<file path="config.mk">
export PLATFORM = sky130hd
export DESIGN_NAME = plsc_logic_cluster
export DESIGN_NICKNAME = d
export VERILOG_FILES = /design/src/plsc_pkg.sv /design/src/plsc_logic_cluster.sv
export SDC_FILE = /design/constraint.sdc
export NUM_CORES = 1
export LEC_CHECK = 0
export BUFFER_PORTS_ARGS = -buffer_cell sky130_fd_sc_hd__buf_2
export CAP_MARGIN = 20
export CORE_ASPECT_RATIO = 0.6
export CORE_UTILIZATION = 53
export CTS_BUF_LIST = sky130_fd_sc_hd__clkbuf_16
export DETAILED_ROUTE_END_ITERATION = 10
export PLACE_DENSITY = 0.74
export REMOVE_ABC_BUFFERS = 1
export SYNTH_ARGS = -nofsm -noshare
export SYNTH_HDL_FRONTEND = slang
export SYNTH_SLANG_ARGS = --single-unit
</file>
<file path="constraint.sdc">
create_clock -name clk_sys_in -period 5.12 [get_ports clk_sys_in]
set_clock_uncertainty 0.05 [all_clocks]
set_input_delay 0.256 -clock clk_sys_in [delete_from_list [all_inputs] [get_ports clk_sys_in]]
set_output_delay 0.256 -clock clk_sys_in [all_outputs]
set_load 0.03 [all_outputs]
</file>
<file path="src/plsc_pkg.sv">
// Purpose: Shared constants and types for the programmable logic slice cluster.
// Assumes: One system clock; configuration inputs are static outside configuration.
// Notes:   Routing input and output bit positions are fixed here for all slices.

package plsc_pkg;

  // ---------------------------------------------------------------------------
  // Sizes
  // ---------------------------------------------------------------------------
  localparam int NUM_SLICES  = 4;
  localparam int NUM_TABLES  = 8;
  localparam int TABLE_DEPTH = 16;
  localparam int TABLE_AW    = 4;
  localparam int ROUTE_IN_W  = 15;
  localparam int ROUTE_OUT_W = 6;
  localparam int RAM_CTRL    = 2;
  localparam int RAM_WIDTH   = 4;

  // ---------------------------------------------------------------------------
  // Routing input bit positions of one slice
  // ---------------------------------------------------------------------------
  localparam int IN_T0_LSB = 0;
  localparam int IN_T1_LSB = 4;
  localparam int IN_SEL    = 8;
  localparam int IN_OP     = 9;
  localparam int IN_CLK0   = 10;
  localparam int IN_CLK1   = 11;
  localparam int IN_LSR    = 12;
  localparam int IN_CS     = 13;
  localparam int IN_LOAD   = 14;

  // ---------------------------------------------------------------------------
  // Routing output bit positions of one slice
  // ---------------------------------------------------------------------------
  localparam int OUT_F0 = 0;
  localparam int OUT_F1 = 1;
  localparam int OUT_Q0 = 2;
  localparam int OUT_Q1 = 3;
  localparam int OUT_X0 = 4;
  localparam int OUT_X1 = 5;

  // ---------------------------------------------------------------------------
  // Modes and types
  // ---------------------------------------------------------------------------
  typedef enum logic [1:0] {
    MODE_LOGIC  = 2'b00,
    MODE_RIPPLE = 2'b01,
    MODE_RAM    = 2'b10,
    MODE_ROM    = 2'b11
  } plsc_mode_e;

  typedef enum logic [2:0] {
    OP_ADD     = 3'b000,
    OP_SUB     = 3'b001,
    OP_ADDSUB  = 3'b010,
    OP_CNT_UP  = 3'b011,
    OP_CNT_DN  = 3'b100,
    OP_CNT_UD  = 3'b101,
    OP_COMPARE = 3'b110,
    OP_MULT    = 3'b111
  } plsc_rip_e;

  typedef struct packed {
    plsc_mode_e mode;
    plsc_rip_e  op;
    logic       fast_carry;
    logic       clk_sel;
    logic       clk_neg;
    logic       latch;
    logic       sr_async;
    logic       sr_set;
  } plsc_slice_cfg_s;

  typedef struct packed {
    logic [1:0] s;
    logic       co;
    logic       g;
    logic       p;
  } plsc_rip_s;

  typedef struct packed {
    logic [NUM_TABLES-1:0][TABLE_DEPTH-1:0]  tbl;
    logic [NUM_SLICES-1:0][1:0]              q;
    logic [NUM_SLICES-1:0]                   lvl;
    logic [NUM_SLICES-1:0][ROUTE_OUT_W-1:0]  outs;
    logic                                    cout;
  } plsc_state_s;

  localparam plsc_state_s STATE_RESET = '0;

endpackage

</file>
<file path="src/plsc_logic_cluster.sv">
// Purpose: Cluster of four logic slices with tables, registers, carry chain and distributed memory.
// Assumes: Routing and configuration inputs come from logic on clk_sys_in; no synchronisers needed.
// Notes:   Local clocks are routed levels sampled on clk_sys_in; edges and latches are emulated.
//          Slice three treats a RAM request as logic.
//          Latch mode follows the level while it is high.
//          Wide functions chain through the x1 outputs.

`timescale 1ns/1ps

// Summary of operation
// - Four slices, each with two four-input tables feeding two registers.
// - Slices zero to two may be RAM; slice three never becomes RAM.
// - Control gives sync or async set/reset, clock select, chip select, wide memory.
// - Each register has selectable clock polarity and flip-flop or latch behaviour.
// - Each slice takes fifteen routing inputs plus carry in; drives six outputs plus carry.
// - Logic mode: each table returns its programmed bit for the sixteen input codes.
// - Two tables of one slice combine into a five-input function.
// - Six, seven, eight input functions chain slices; eight inputs need another cluster.
// - Ripple mode adds, subtracts, dynamically adds or subtracts, counts up or down.
// - Up/down counters offer asynchronous clear and synchronous preload.
// - Ripple compare yields greater-or-equal, not-equal, less-or-equal; multiplier step too.
// - Fast carry option gives per-slice carry generate and propagate.
// - RAM mode: four tables of slices zero and one form sixteen by four memory.
// - Slice two supplies RAM address and write control.
// - Single-port and pseudo dual-port sixteen by four RAM each use three slices.
// - RAM contents take initial values loaded during configuration.
// - Every slice supports ROM; contents load only during configuration.
module plsc_logic_cluster (
  input  wire logic                                                 clk_sys_in,
  input  wire logic                                                 resetn_in,
  // Table loading.
  input  wire logic                                                 cfg_load_en_in,
  input  wire logic                                                 cfg_wr_in,
  input  wire logic [2:0]                                           cfg_addr_in,
  input  wire logic [plsc_pkg::TABLE_DEPTH-1:0]                     cfg_data_in,
  // Static configuration.
  input  wire plsc_pkg::plsc_slice_cfg_s [plsc_pkg::NUM_SLICES-1:0] slice_cfg_in,
  input  wire logic                                                 ram_dual_in,
  // Routing and carry links.
  input  wire logic [plsc_pkg::NUM_SLICES-1:0][plsc_pkg::ROUTE_IN_W-1:0] route_in,
  input  wire logic                                                 carry_in,
  // Registered results.
  output logic [plsc_pkg::NUM_SLICES-1:0][plsc_pkg::ROUTE_OUT_W-1:0] route_out,
  output logic                                                      carry_out
);

  // ---------------------------------------------------------------------------
  // Helper functions
  // ---------------------------------------------------------------------------

  // One function keeps the mode rule in one place.
  // Slice three has no write path into its tables, so a RAM request falls back to logic.
  function automatic plsc_pkg::plsc_mode_e eff_mode(input int idx, input plsc_pkg::plsc_mode_e m);
    eff_mode = m;

    if (idx == plsc_pkg::NUM_SLICES - 1 && m == plsc_pkg::MODE_RAM) begin
      eff_mode = plsc_pkg::MODE_LOGIC;
    end
  endfunction

  // Two-bit ripple cell; the operand choice gives every arithmetic flavour one adder.
  function automatic plsc_pkg::plsc_rip_s ripple(input plsc_pkg::plsc_rip_e op,
                                                 input logic [1:0] x,
                                                 input logic [1:0] y,
                                                 input logic [1:0] q,
                                                 input logic dyn,
                                                 input logic cin);
    logic [1:0] pa;
    logic [1:0] pb;
    logic [2:0] sum;
    logic [2:0] sum0;
    logic [2:0] sum1;

    pa = x;
    pb = y;

    // Subtract adds the inverse; carry in adds one.
    unique case (op)
      plsc_pkg::OP_ADD:     pb = y;
      plsc_pkg::OP_SUB:     pb = ~y;
      plsc_pkg::OP_ADDSUB:  pb = dyn ? ~y : y;
      plsc_pkg::OP_CNT_UP: begin
        pa = q;
        pb = 2'h0;
      end
      plsc_pkg::OP_CNT_DN: begin
        pa = q;
        pb = 2'h3;
      end
      plsc_pkg::OP_CNT_UD: begin
        pa = q;
        pb = dyn ? 2'h0 : 2'h3;
      end
      plsc_pkg::OP_COMPARE: pb = ~y;
      plsc_pkg::OP_MULT:    pb = y & {2{dyn}};
    endcase

    // Generate: carry out with no carry in.
    // Propagate: carry only when one comes in.
    sum  = {1'b0, pa} + {1'b0, pb} + {2'h0, cin};
    sum0 = {1'b0, pa} + {1'b0, pb};
    sum1 = {1'b0, pa} + {1'b0, pb} + 3'h1;
    ripple.s  = sum[1:0];
    ripple.co = sum[2];
    ripple.g  = sum0[2];
    ripple.p  = sum1[2] & ~sum0[2];
  endfunction

  // ---------------------------------------------------------------------------
  // State
  // ---------------------------------------------------------------------------
  // Registered state and its next value.
  plsc_pkg::plsc_state_s                st_r;
  plsc_pkg::plsc_state_s                st_nxt;

  // Working values of the slice loop.
  plsc_pkg::plsc_mode_e                 mode_v [plsc_pkg::NUM_SLICES];
  plsc_pkg::plsc_rip_s                  rip_v;
  logic [plsc_pkg::NUM_SLICES-1:0]      cap_v;
  logic [plsc_pkg::NUM_SLICES-1:0]      x0_v;
  logic [plsc_pkg::ROUTE_IN_W-1:0]      rin;
  logic [plsc_pkg::TABLE_AW-1:0]        a0;
  logic [plsc_pkg::TABLE_AW-1:0]        a1;

  // Shared memory port.
  logic [plsc_pkg::TABLE_AW-1:0]        waddr;
  logic [plsc_pkg::TABLE_AW-1:0]        raddr;
  logic [plsc_pkg::RAM_WIDTH-1:0]       wdata;

  // Ripple operands and register data.
  logic [1:0]                           xa;
  logic [1:0]                           xb;
  logic [1:0]                           dval;
  logic [1:0]                           srv;

  // Table bits and flags.
  logic                                 t0;
  logic                                 t1;
  logic                                 lvl;
  logic                                 ne;

  // Chain carry and mode flags.
  logic                                 carry;
  logic                                 ram_on;
  logic                                 counting;

  // ---------------------------------------------------------------------------
  // Next-state logic
  // ---------------------------------------------------------------------------

  // Slices are evaluated in chain order so the carry ripples 0 to 3 in one cycle.
  always_comb begin
    st_nxt = st_r;
    carry  = carry_in;
    rip_v  = '0;
    cap_v  = '0;
    x0_v   = '0;

    for (int i = 0; i < plsc_pkg::NUM_SLICES; i++) begin
      mode_v[i] = eff_mode(i, slice_cfg_in[i].mode);
    end

    // The memory exists only when both storage slices and the control slice agree.
    ram_on = (mode_v[0] == plsc_pkg::MODE_RAM) && (mode_v[1] == plsc_pkg::MODE_RAM) &&
             (mode_v[plsc_pkg::RAM_CTRL] == plsc_pkg::MODE_RAM);
    waddr  = route_in[plsc_pkg::RAM_CTRL][plsc_pkg::IN_T0_LSB +: plsc_pkg::TABLE_AW];
    // Single port reads where it writes.
    raddr  = ram_dual_in ? route_in[plsc_pkg::RAM_CTRL][plsc_pkg::IN_T1_LSB +: plsc_pkg::TABLE_AW]
                         : waddr;
    // Data from the select and op inputs.
    wdata  = {route_in[1][plsc_pkg::IN_OP], route_in[1][plsc_pkg::IN_SEL],
              route_in[0][plsc_pkg::IN_OP], route_in[0][plsc_pkg::IN_SEL]};

    for (int i = 0; i < plsc_pkg::NUM_SLICES; i++) begin
      rin = route_in[i];

      // Clock select, polarity and edge or level capture, gated by chip select.
      lvl = (slice_cfg_in[i].clk_sel ? rin[plsc_pkg::IN_CLK1] : rin[plsc_pkg::IN_CLK0])
            ^ slice_cfg_in[i].clk_neg;
      cap_v[i] = (slice_cfg_in[i].latch ? lvl : (lvl & ~st_r.lvl[i])) & rin[plsc_pkg::IN_CS];
      // Kept so each edge is seen once.
      st_nxt.lvl[i] = lvl;

      // Storage slices read the shared memory address instead of their own inputs.
      if (ram_on && i < plsc_pkg::RAM_CTRL) begin
        a0 = raddr;
        a1 = raddr;
      end else begin
        a0 = rin[plsc_pkg::IN_T0_LSB +: plsc_pkg::TABLE_AW];
        a1 = rin[plsc_pkg::IN_T1_LSB +: plsc_pkg::TABLE_AW];
      end

      t0 = st_r.tbl[i*2][a0];
      t1 = st_r.tbl[i*2+1][a1];

      xa    = {rin[plsc_pkg::IN_T1_LSB], rin[plsc_pkg::IN_T0_LSB]};
      xb    = {rin[plsc_pkg::IN_T1_LSB+1], rin[plsc_pkg::IN_T0_LSB+1]};

      rip_v = ripple(slice_cfg_in[i].op, xa, xb, st_r.q[i], rin[plsc_pkg::IN_OP], carry);
      // Select chains the lower slice's not-equal.
      ne    = (xa != xb) | rin[plsc_pkg::IN_SEL];

      // Counters take their operand from q.
      counting = (slice_cfg_in[i].op == plsc_pkg::OP_CNT_UP) ||
                 (slice_cfg_in[i].op == plsc_pkg::OP_CNT_DN) ||
                 (slice_cfg_in[i].op == plsc_pkg::OP_CNT_UD);

      // Ripple output map; other modes use tables.
      if (mode_v[i] == plsc_pkg::MODE_RIPPLE) begin
        carry = rip_v.co;
        dval  = (counting && rin[plsc_pkg::IN_LOAD]) ? xa : rip_v.s;
        if (slice_cfg_in[i].op == plsc_pkg::OP_COMPARE) begin
          // Less-or-equal is derived; no second adder.
          st_nxt.outs[i][plsc_pkg::OUT_F0] = rip_v.co;
          st_nxt.outs[i][plsc_pkg::OUT_F1] = ne;
          st_nxt.outs[i][plsc_pkg::OUT_X0] = ~(rip_v.co & ne);
          st_nxt.outs[i][plsc_pkg::OUT_X1] = 1'b0;
        end else begin
          st_nxt.outs[i][plsc_pkg::OUT_F0] = rip_v.s[0];
          st_nxt.outs[i][plsc_pkg::OUT_F1] = rip_v.s[1];
          st_nxt.outs[i][plsc_pkg::OUT_X0] = slice_cfg_in[i].fast_carry & rip_v.g;
          st_nxt.outs[i][plsc_pkg::OUT_X1] = slice_cfg_in[i].fast_carry & rip_v.p;
        end
      end else begin
        dval     = {t1, t0};
        // Select picks a table: five inputs.
        x0_v[i]  = rin[plsc_pkg::IN_SEL] ? t1 : t0;
        st_nxt.outs[i][plsc_pkg::OUT_F0] = t0;
        st_nxt.outs[i][plsc_pkg::OUT_F1] = t1;
        st_nxt.outs[i][plsc_pkg::OUT_X0] = x0_v[i];
        st_nxt.outs[i][plsc_pkg::OUT_X1] = 1'b0;
      end

      // Asynchronous set/reset acts on any cycle; synchronous waits for the capture event.
      // A held set/reset pins the register.
      srv = slice_cfg_in[i].sr_set ? 2'h3 : 2'h0;
      if (rin[plsc_pkg::IN_LSR] && slice_cfg_in[i].sr_async) begin
        st_nxt.q[i] = srv;
      end else if (cap_v[i]) begin
        st_nxt.q[i] = rin[plsc_pkg::IN_LSR] ? srv : dval;
      end

      st_nxt.outs[i][plsc_pkg::OUT_Q0] = st_nxt.q[i][0];
      st_nxt.outs[i][plsc_pkg::OUT_Q1] = st_nxt.q[i][1];
    end

    // Wide functions: pairs give six inputs, slice two joins both pairs for seven,
    // and slice two offers the seven-input result to the next cluster for eight.
    if (mode_v[1] == plsc_pkg::MODE_LOGIC) begin
      st_nxt.outs[1][plsc_pkg::OUT_X1] = route_in[1][plsc_pkg::IN_OP] ? x0_v[1] : x0_v[0];
    end

    if (mode_v[3] == plsc_pkg::MODE_LOGIC) begin
      st_nxt.outs[3][plsc_pkg::OUT_X1] = route_in[3][plsc_pkg::IN_OP] ? x0_v[3] : x0_v[2];
    end

    if (mode_v[2] == plsc_pkg::MODE_LOGIC) begin
      st_nxt.outs[2][plsc_pkg::OUT_X1] = route_in[2][plsc_pkg::IN_OP] ?
                                         st_nxt.outs[3][plsc_pkg::OUT_X1] :
                                         st_nxt.outs[1][plsc_pkg::OUT_X1];
    end

    // The chain leaves through a register.
    st_nxt.cout = carry;

    // Memory write on the control slice's capture event; only tables 0 to 3 are reachable.
    if (ram_on && cap_v[plsc_pkg::RAM_CTRL] && route_in[plsc_pkg::RAM_CTRL][plsc_pkg::IN_SEL]) begin
      for (int k = 0; k < plsc_pkg::RAM_WIDTH; k++) begin
        st_nxt.tbl[k][waddr] = wdata[k];
      end
    end

    // Placed last so it wins over a RAM write.
    // Configuration preload fills RAM initial values and ROM contents alike.
    if (cfg_load_en_in && cfg_wr_in) begin
      st_nxt.tbl[cfg_addr_in] = cfg_data_in;
    end
  end

  // ---------------------------------------------------------------------------
  // State register
  // ---------------------------------------------------------------------------

  // One struct keeps every flop in one process.
  // Synchronous reset clears registers and tables; configuration must follow reset.
  always_ff @(posedge clk_sys_in) begin
    if (!resetn_in) begin
      st_r <= plsc_pkg::STATE_RESET;
    end else begin
      st_r <= st_nxt;
    end
  end

  // ---------------------------------------------------------------------------
  // Outputs
  // ---------------------------------------------------------------------------
  // Plain flop outputs, no logic after.
  assign route_out = st_r.outs;
  assign carry_out = st_r.cout;

endmodule

</file>
# Word-level counts from Yosys, hierarchy flattened
# Index checks and enable logic that the tools add are counted.
dict set report classes {
  n_addsub 12
  multipliers 0
  div 0
  magnitude_cmp 11
  eq_ne 40
  n_shift 0
  muxes 115
  bitwise_logic 54
  n_reduce_logical 39
}
# operator n
set ops {}
lappend ops {{$bwmux W128} 1}
lappend ops {{$mux W64} 2}
lappend ops {{$mux W2} 51}
lappend ops {{$bwmux W16} 4}
lappend ops {{$pmux W2 S7} 4}
lappend ops {{$demux W16 S3} 1}
lappend ops {{$eq A3 B3 Y1 const B} 16}
lappend ops {{$lt A4 B5 Y1 const B} 8}
lappend ops {{$mux W1} 37}
lappend ops {{$bmux W1 S4} 8}
lappend ops {{$and A1 B1 Y1} 24}
lappend ops {{$eq A3 B2 Y1 const B} 8}
lappend ops {{$mux W4} 5}
lappend ops {{$mux W16} 1}
lappend ops {{$logic_and A1 B1 Y1} 15}
lappend ops {{$reduce_or A3 Y1} 5}
lappend ops {{$not A1 Y1} 14}
lappend ops {{$add A2 B2 Y3} 4}
lappend ops {{$add A3 B1 Y3} 4}
lappend ops {{$add A3 B1 Y3 const B} 4}
lappend ops {{$eq A3 B1 Y1 const B} 4}
lappend ops {{$logic_not A3 Y1} 4}
lappend ops {{$and A2 B2 Y2} 4}
lappend ops {{$eq A2 B1 Y1 const B} 4}
lappend ops {{12 further kinds} 39}
dict set report totals {
  register_bits 165
  latch_bits 0
  ramBits 0
  mem_bits_ro 0
  input_bits 129
  out_inout_bits 25
  wordCells 290
  memories 0
}

# Depth between registers and ports, before layout
dict set report depth {
  word_depth 18
  ltp_mapped 26
  depth_no_buf 26
}

# Least setup slack after synthesis
# No wires, ideal clock.
dict set report synth_timing {
  path_kind {input -> register}
  startpoint {input slice_cfg_in[8] (netlist name)}
  endpoint {register st_r, in the netlist route_out[22]}
  setup_ps 58
  arrival_ps 4689
  required_time_ps 5012
  setup_slack_ps 323
  stages 25
  path_buffers 1
  cell_sequence {clkbuf_1 -> mux2i_1 -> nand2_1 -> o21ai_0 -> ha_1 -> inv_1 -> fa_1 -> inv_1 -> ha_1 -> xor2_1 -> o21ai_0 -> ha_1 -> ha_1 -> xor2_1 -> mux2_2 -> ha_1 -> ha_1 -> xnor2_1 -> o21ai_0 -> ha_1 -> ha_1 -> xnor2_1 -> nor2_1 -> a211oi_1 -> o21a_1}
}
dict set report synth_between {
  elab_chain_len 15
  elab_cells_between_ends 24
  cone_classes {5 x add/sub; 7 x eq/ne; 7 x mux; 2 x bitwise; 3 x reduce/logical}
}
# element line
set synth_lines {}
lappend synth_lines {{start: declaration} plsc_logic_cluster.sv:37} ;# input wire plsc_pkg::plsc_slice_cfg_s [plsc_pkg::NUM_SLICES-1:0] slice_cfg_in,
lappend synth_lines {{$eq A3 B3 Y1 (tied with other cells)} plsc_logic_cluster.sv:78} ;# unique case (op)
lappend synth_lines {{$reduce_or A2 Y1 (no line) / $reduce_or A3 Y1 (equally long branches)} --}
lappend synth_lines {{$pmux W2 S7 / $mux W2 (equally long branches)} plsc_logic_cluster.sv:78}
lappend synth_lines {{$add A2 B2 Y3 (*)} plsc_logic_cluster.sv:100} ;# sum = {1'b0, pa} + {1'b0, pb} + {2'h0, cin};
lappend synth_lines {{$add A3 B1 Y3 (*)} plsc_logic_cluster.sv:100}
lappend synth_lines {{$mux W1 (*)} plsc_logic_cluster.sv:209} ;# if (mode_v[i] == plsc_pkg::MODE_RIPPLE) begin
lappend synth_lines {{$add A3 B1 Y3} plsc_logic_cluster.sv:100}
lappend synth_lines {{$mux W1 (*)} plsc_logic_cluster.sv:209}
lappend synth_lines {{$add A3 B1 Y3} plsc_logic_cluster.sv:100}
lappend synth_lines {{$mux W1 (*)} plsc_logic_cluster.sv:209}
lappend synth_lines {{$add A3 B1 Y3 (*)} plsc_logic_cluster.sv:100}
lappend synth_lines {{$and A1 B1 Y1 (*)} plsc_logic_cluster.sv:216} ;# st_nxt.outs[i][plsc_pkg::OUT_X0] = ~(rip_v.co & ne);
lappend synth_lines {{$not A1 Y1 (*)} plsc_logic_cluster.sv:216}
lappend synth_lines {{$mux W2 (*)} plsc_logic_cluster.sv:212} ;# if (slice_cfg_in[i].op == plsc_pkg::OP_COMPARE) begin
lappend synth_lines {{$mux W2 (*)} plsc_logic_cluster.sv:209}
lappend synth_lines {{end signal: assignment} plsc_logic_cluster.sv:288} ;# st_r <= plsc_pkg::STATE_RESET;
lappend synth_lines {{end signal: assignment} plsc_logic_cluster.sv:290} ;# st_r <= st_nxt;
lappend synth_lines {{end: declaration} plsc_logic_cluster.sv:113} ;# plsc_pkg::plsc_state_s st_r;
# Every way passes the cells marked *; elsewhere a longest branch is shown, timed or not.
# A chain may end at the register's enable or synchronous reset.

# Worst setup path after layout
dict set report layout_timing {
  startpoint {input route_in[9] (netlist name)}
  endpoint {register st_r, in the netlist route_out[22]}
}
dict set report layout_between {
  elab_chain_len 14
  elab_cells_between_ends 16
  cone_classes {5 x add/sub; 8 x mux; 3 x bitwise}
}
# element line
set layout_lines {}
lappend layout_lines {{start: declaration} plsc_logic_cluster.sv:40} ;# input wire logic [plsc_pkg::NUM_SLICES-1:0][plsc_pkg::ROUTE_IN_W-1:0] route_in,
lappend layout_lines {{$and A2 B2 Y2 (tied with other cells)} plsc_logic_cluster.sv:95} ;# plsc_pkg::OP_MULT: pb = y & {2{dyn}};
lappend layout_lines {{$pmux W2 S7 (*)} plsc_logic_cluster.sv:78}
lappend layout_lines {{$add A2 B2 Y3 (*)} plsc_logic_cluster.sv:100}
lappend layout_lines {{$add A3 B1 Y3 (*)} plsc_logic_cluster.sv:100}
lappend layout_lines {{$mux W1 (*)} plsc_logic_cluster.sv:209}
lappend layout_lines {{$add A3 B1 Y3} plsc_logic_cluster.sv:100}
lappend layout_lines {{$mux W1 (*)} plsc_logic_cluster.sv:209}
lappend layout_lines {{$add A3 B1 Y3} plsc_logic_cluster.sv:100}
lappend layout_lines {{$mux W1 (*)} plsc_logic_cluster.sv:209}
lappend layout_lines {{$add A3 B1 Y3 (*)} plsc_logic_cluster.sv:100}
lappend layout_lines {{$and A1 B1 Y1 (*)} plsc_logic_cluster.sv:216}
lappend layout_lines {{$not A1 Y1 (*)} plsc_logic_cluster.sv:216}
lappend layout_lines {{$mux W2 (*)} plsc_logic_cluster.sv:212}
lappend layout_lines {{$mux W2 (*)} plsc_logic_cluster.sv:209}
# Marked as above.

==> impl_metrics.csv <==
group,metric,value,unit
outcome,outcome,"finished, final reports clean",
synth,synth_cell_type_count,72,
place,pre_cts_ws,-0.271,ns
synth,ys_warn_count,0,
timing,relSlewSlack,35.7,%
die,start_util,55.4,%
global_route,grt_max_degree,98,
timing,tns,0,ns
layout,num_antenna_cells,0,
global_route,grt_usage,31.8,%
worst_setup_path,r2r_cells,23,
die,fp.coreArea,18500,um2
global_route,use_met1,48.1,%
die,rows,38,
worst_setup_path,slowest_stage,"fa_1",
timing,layout_worst_path_cycle_share,92.3,%
worst_setup_path,worst-endpoint-arrival,5.05,ns
clock_network,cts_sinks,157,
worst_setup_path,critPathMaxStageDelay,0.45,ns
worst_setup_path,reg2reg_to,"route_out[22]",
synth,syn_avg_cell_area,8.43,um2
clock_network,clock_tree.root_cell,"clkbuf_16",
synth,syn_area,10300,um2
worst_setup_path,cpMostUsedCell,"ha_1",
routing,vias,9773,
worst_hold_path,worstHoldPathCells,3,
power,ir_drop,0.000233,V
synth,yosysSeqAreaShare,30.6,%
worst_setup_path,critPathLaunchType,"primary input",
die,die_x,182,um
timing,worst_slew_pin_slew,0.964,ns
routing,wl_per_cell,20.6,um
routing,ant_nets,0,
place,place.port_buffers,153,
die,io_pins,154,
layout,final_util,62.3,%
layout,nets,1449,
clock_network,cts_made_buffers,17,
worst_setup_path,cp-end-kind,"register",
routing,drc,0,
global_route,grt_first_pass_wirelength,48300,um
global_route,grt.met3_usage,8.41,%
timing,layout_setup_ws,0.396,ns
worst_setup_path,r2r-start,"st_r[29]",
power,p_leak,0.00563,uW
layout,fin_cells,1545,
layout,final_layout_size_suffix_gt1_share,19.5,%
synth,async_flop_share,0,%
worst_hold_path,min_from,"slice_cfg_in[5]",
routing,drt-pass1-iter-count,5,
clock_network,cts_tree,"yes",
timing,maxSlewViolCount,0,
layout,final_cell_mix,"nand2_1, dfxtp_1, buf_2, mux2i_1, a21boi_0",
die,dieHeight,110,um
place,gp_congestion,1.00,
routing,drt_iter0_drc,1129,
place,dp.cells,1511,
worst_hold_path,hold_path_class,"primary input to register",
routing,wl,31800,um
routing,viasPerCell,6.33,
synth,yosys_most_used_dff,"dfxtp_1",
die,dieArea,19900,um2
power,p_per_area,274,nW/um2
clock_network,clk-insertion-delay-late,0.44,ns
timing,finalSetupViolations,0,
timing,fmax,0.212,GHz
synth,synth_cells,1216,
clock_network,clockBufferDepth,2,
worst_setup_path,worstPathRequired,5.45,ns
synth,synth_edf_count,0,
synth,synth-seq-cells,157,
timing,hold_viol,0,
clock_network,path_clk_slew,0.07,ns
global_route,globalRoute.busiestLayer,"met1",
timing,rsz0062_at_grt,"no",
timing,min_period,4.72,ns
job,maxCapViolations,0,
clock_network,postCtsSetupBuffers,0,
global_route,grt_pass1_vias,8515,
global_route,use_met2,43.7,%
worst_setup_path,timing_worst_setup_path_type,"primary input to register",
worst_setup_path,rrSetupSlack,0.43,ns
worst_setup_path,cp_max_fo,3,
clock_network,htree_levels,4,
global_route,antenna_found_initial,0,
worst_hold_path,min_to,"route_out[5]",
layout,areaGrowthSynthToFinish,12.4,%
global_route,overflow,0,
place,dp_hpwl,23100,um
layout,layout_commonest_cell,"nand2_1",
-- synth_stat cells, types with 4 or more instances --
master	instances	share of area, %
a21oi_1	34	1.7
o211ai_1	18	1.3
o21ai_0	31	1.5
clkbuf_2	6	0.29
mux4_2	22	4.8
and3_1	20	1.2
a21boi_0	71	5.2
o211a_1	68	6.6
a22oi_1	6	0.44
nand3b_1	5	0.37
a221oi_1	7	0.60
a311oi_1	6	0.51
nor2_1	43	1.6
buf_4	34	2.5
a211oi_1	17	1.2
nor4_1	6	0.37
buf_2	6	0.29
a31oi_1	5	0.31
nand2b_1	22	1.3
nand4_1	12	0.73
mux2i_1	72	7.0
ha_1	24	2.9
nor2b_1	13	0.79
o21a_1	7	0.51
o31ai_1	4	0.29
xor2_1	9	0.77
o32ai_1	4	0.34
xnor2_1	6	0.51
clkbuf_1	74	2.7
dfxtp_1	157	31
inv_1	16	0.59
fa_1	4	0.78
nand2_1	252	9.2
nand3_1	42	2.0
nor3_1	8	0.39
o221ai_1	8	0.68
mux2_2	14	1.5
and2_1	6	0.37
-- per-stage QoR --
| step | power (uW) | instance area, um2 | hold WS [ns] |
|---|---|---|---|
| finish | 3150 | 11500 | 0.0521 |
| global route | 3270 | 11500 | 0.0516 |
| CTS | 3140 | 11500 | 0.0446 |
| detailed placement | 1910 | 10900 | 0.406 |
| global placement | 1900 | 10900 | 0.398 |
| floorplan | 1640 | 9650 | 0.324 |
-- timing repair --
item / in CTS / in global routing
gates resized for setup: 0 / 6
setup endpoints to repair: 0 / 6
hold buffers: 0 / 0
endpoints found under the hold margin: 0 / 0
-- sequential cells by signal, indices dropped and copies added, names as in the netlist --
name and cells:
carry_out 1, route_out 20, st_r 136
-- power by group --
| group | switching (uW) | total [uW] | internal (uW) |
|---|---|---|---|
| Combinational | 373 | 624 | 251 |
| Clock | 575 | 1250 | 678 |
| Sequential | 19.8 | 1280 | 1260 |
| Total | 967 | 3150 | 2190 |
-- per-layer routing --
layer | vias to the layer above | wire length (um)
li1 | 4558 | -
met1 | 4677 | 15100
met2 | 498 | 12600
met3 | 40 | 3630
met4 | 0 | 425
met5 | - | 0
-- critical path, delay by kind of cell --
kind / cells / cell delay, ns
AO/OA/AOI/OAI: 7 / 1.11
buffers and inverters: 3 / 0.35
XOR/XNOR: 4 / 0.73
adder cells (fa/ha/maj): 9 / 2.24
multiplexers: 1 / 0.31
AND/OR/NAND/NOR: 1 / 0.07
-- worst max path at each step --
stage                            from             to  cells past startpoint
after floorplan           route_in[1]  route_out[22]                     26
after global placement    route_in[9]  route_out[18]                     26
after detailed placement  route_in[9]  route_out[18]                     26
after CTS                 route_in[9]  route_out[18]                     26
after global routing      route_in[9]  route_out[22]                     27
final                     route_in[9]  route_out[22]                     25
-- cell type report --
class,instances,area (um2)
Fill cell,1641,6970
Inverter,16,60.1
Clock buffer,17,425
Multi-Input combinational cell,921,6470
Sequential cell,157,3140
Clock inverter,15,136
Timing Repair Buffer,179,991
Tap cell,240,300
-- cell families (layout without fill, tap and decap cells) --
group,Yosys count,after routing,synth area share [%]
AOI/OAI and AO/OA,317,317,23.9
adders and majority gates,28,28,3.71
buffers and inverters,138,227,6.44
muxes,110,110,13.6
DFF,157,157,30.6
and+or+nand+nor,451,451,20.4
xor gates and xnor gates,15,15,1.28
No activity file was read; power rests on OpenSTA's default activity.
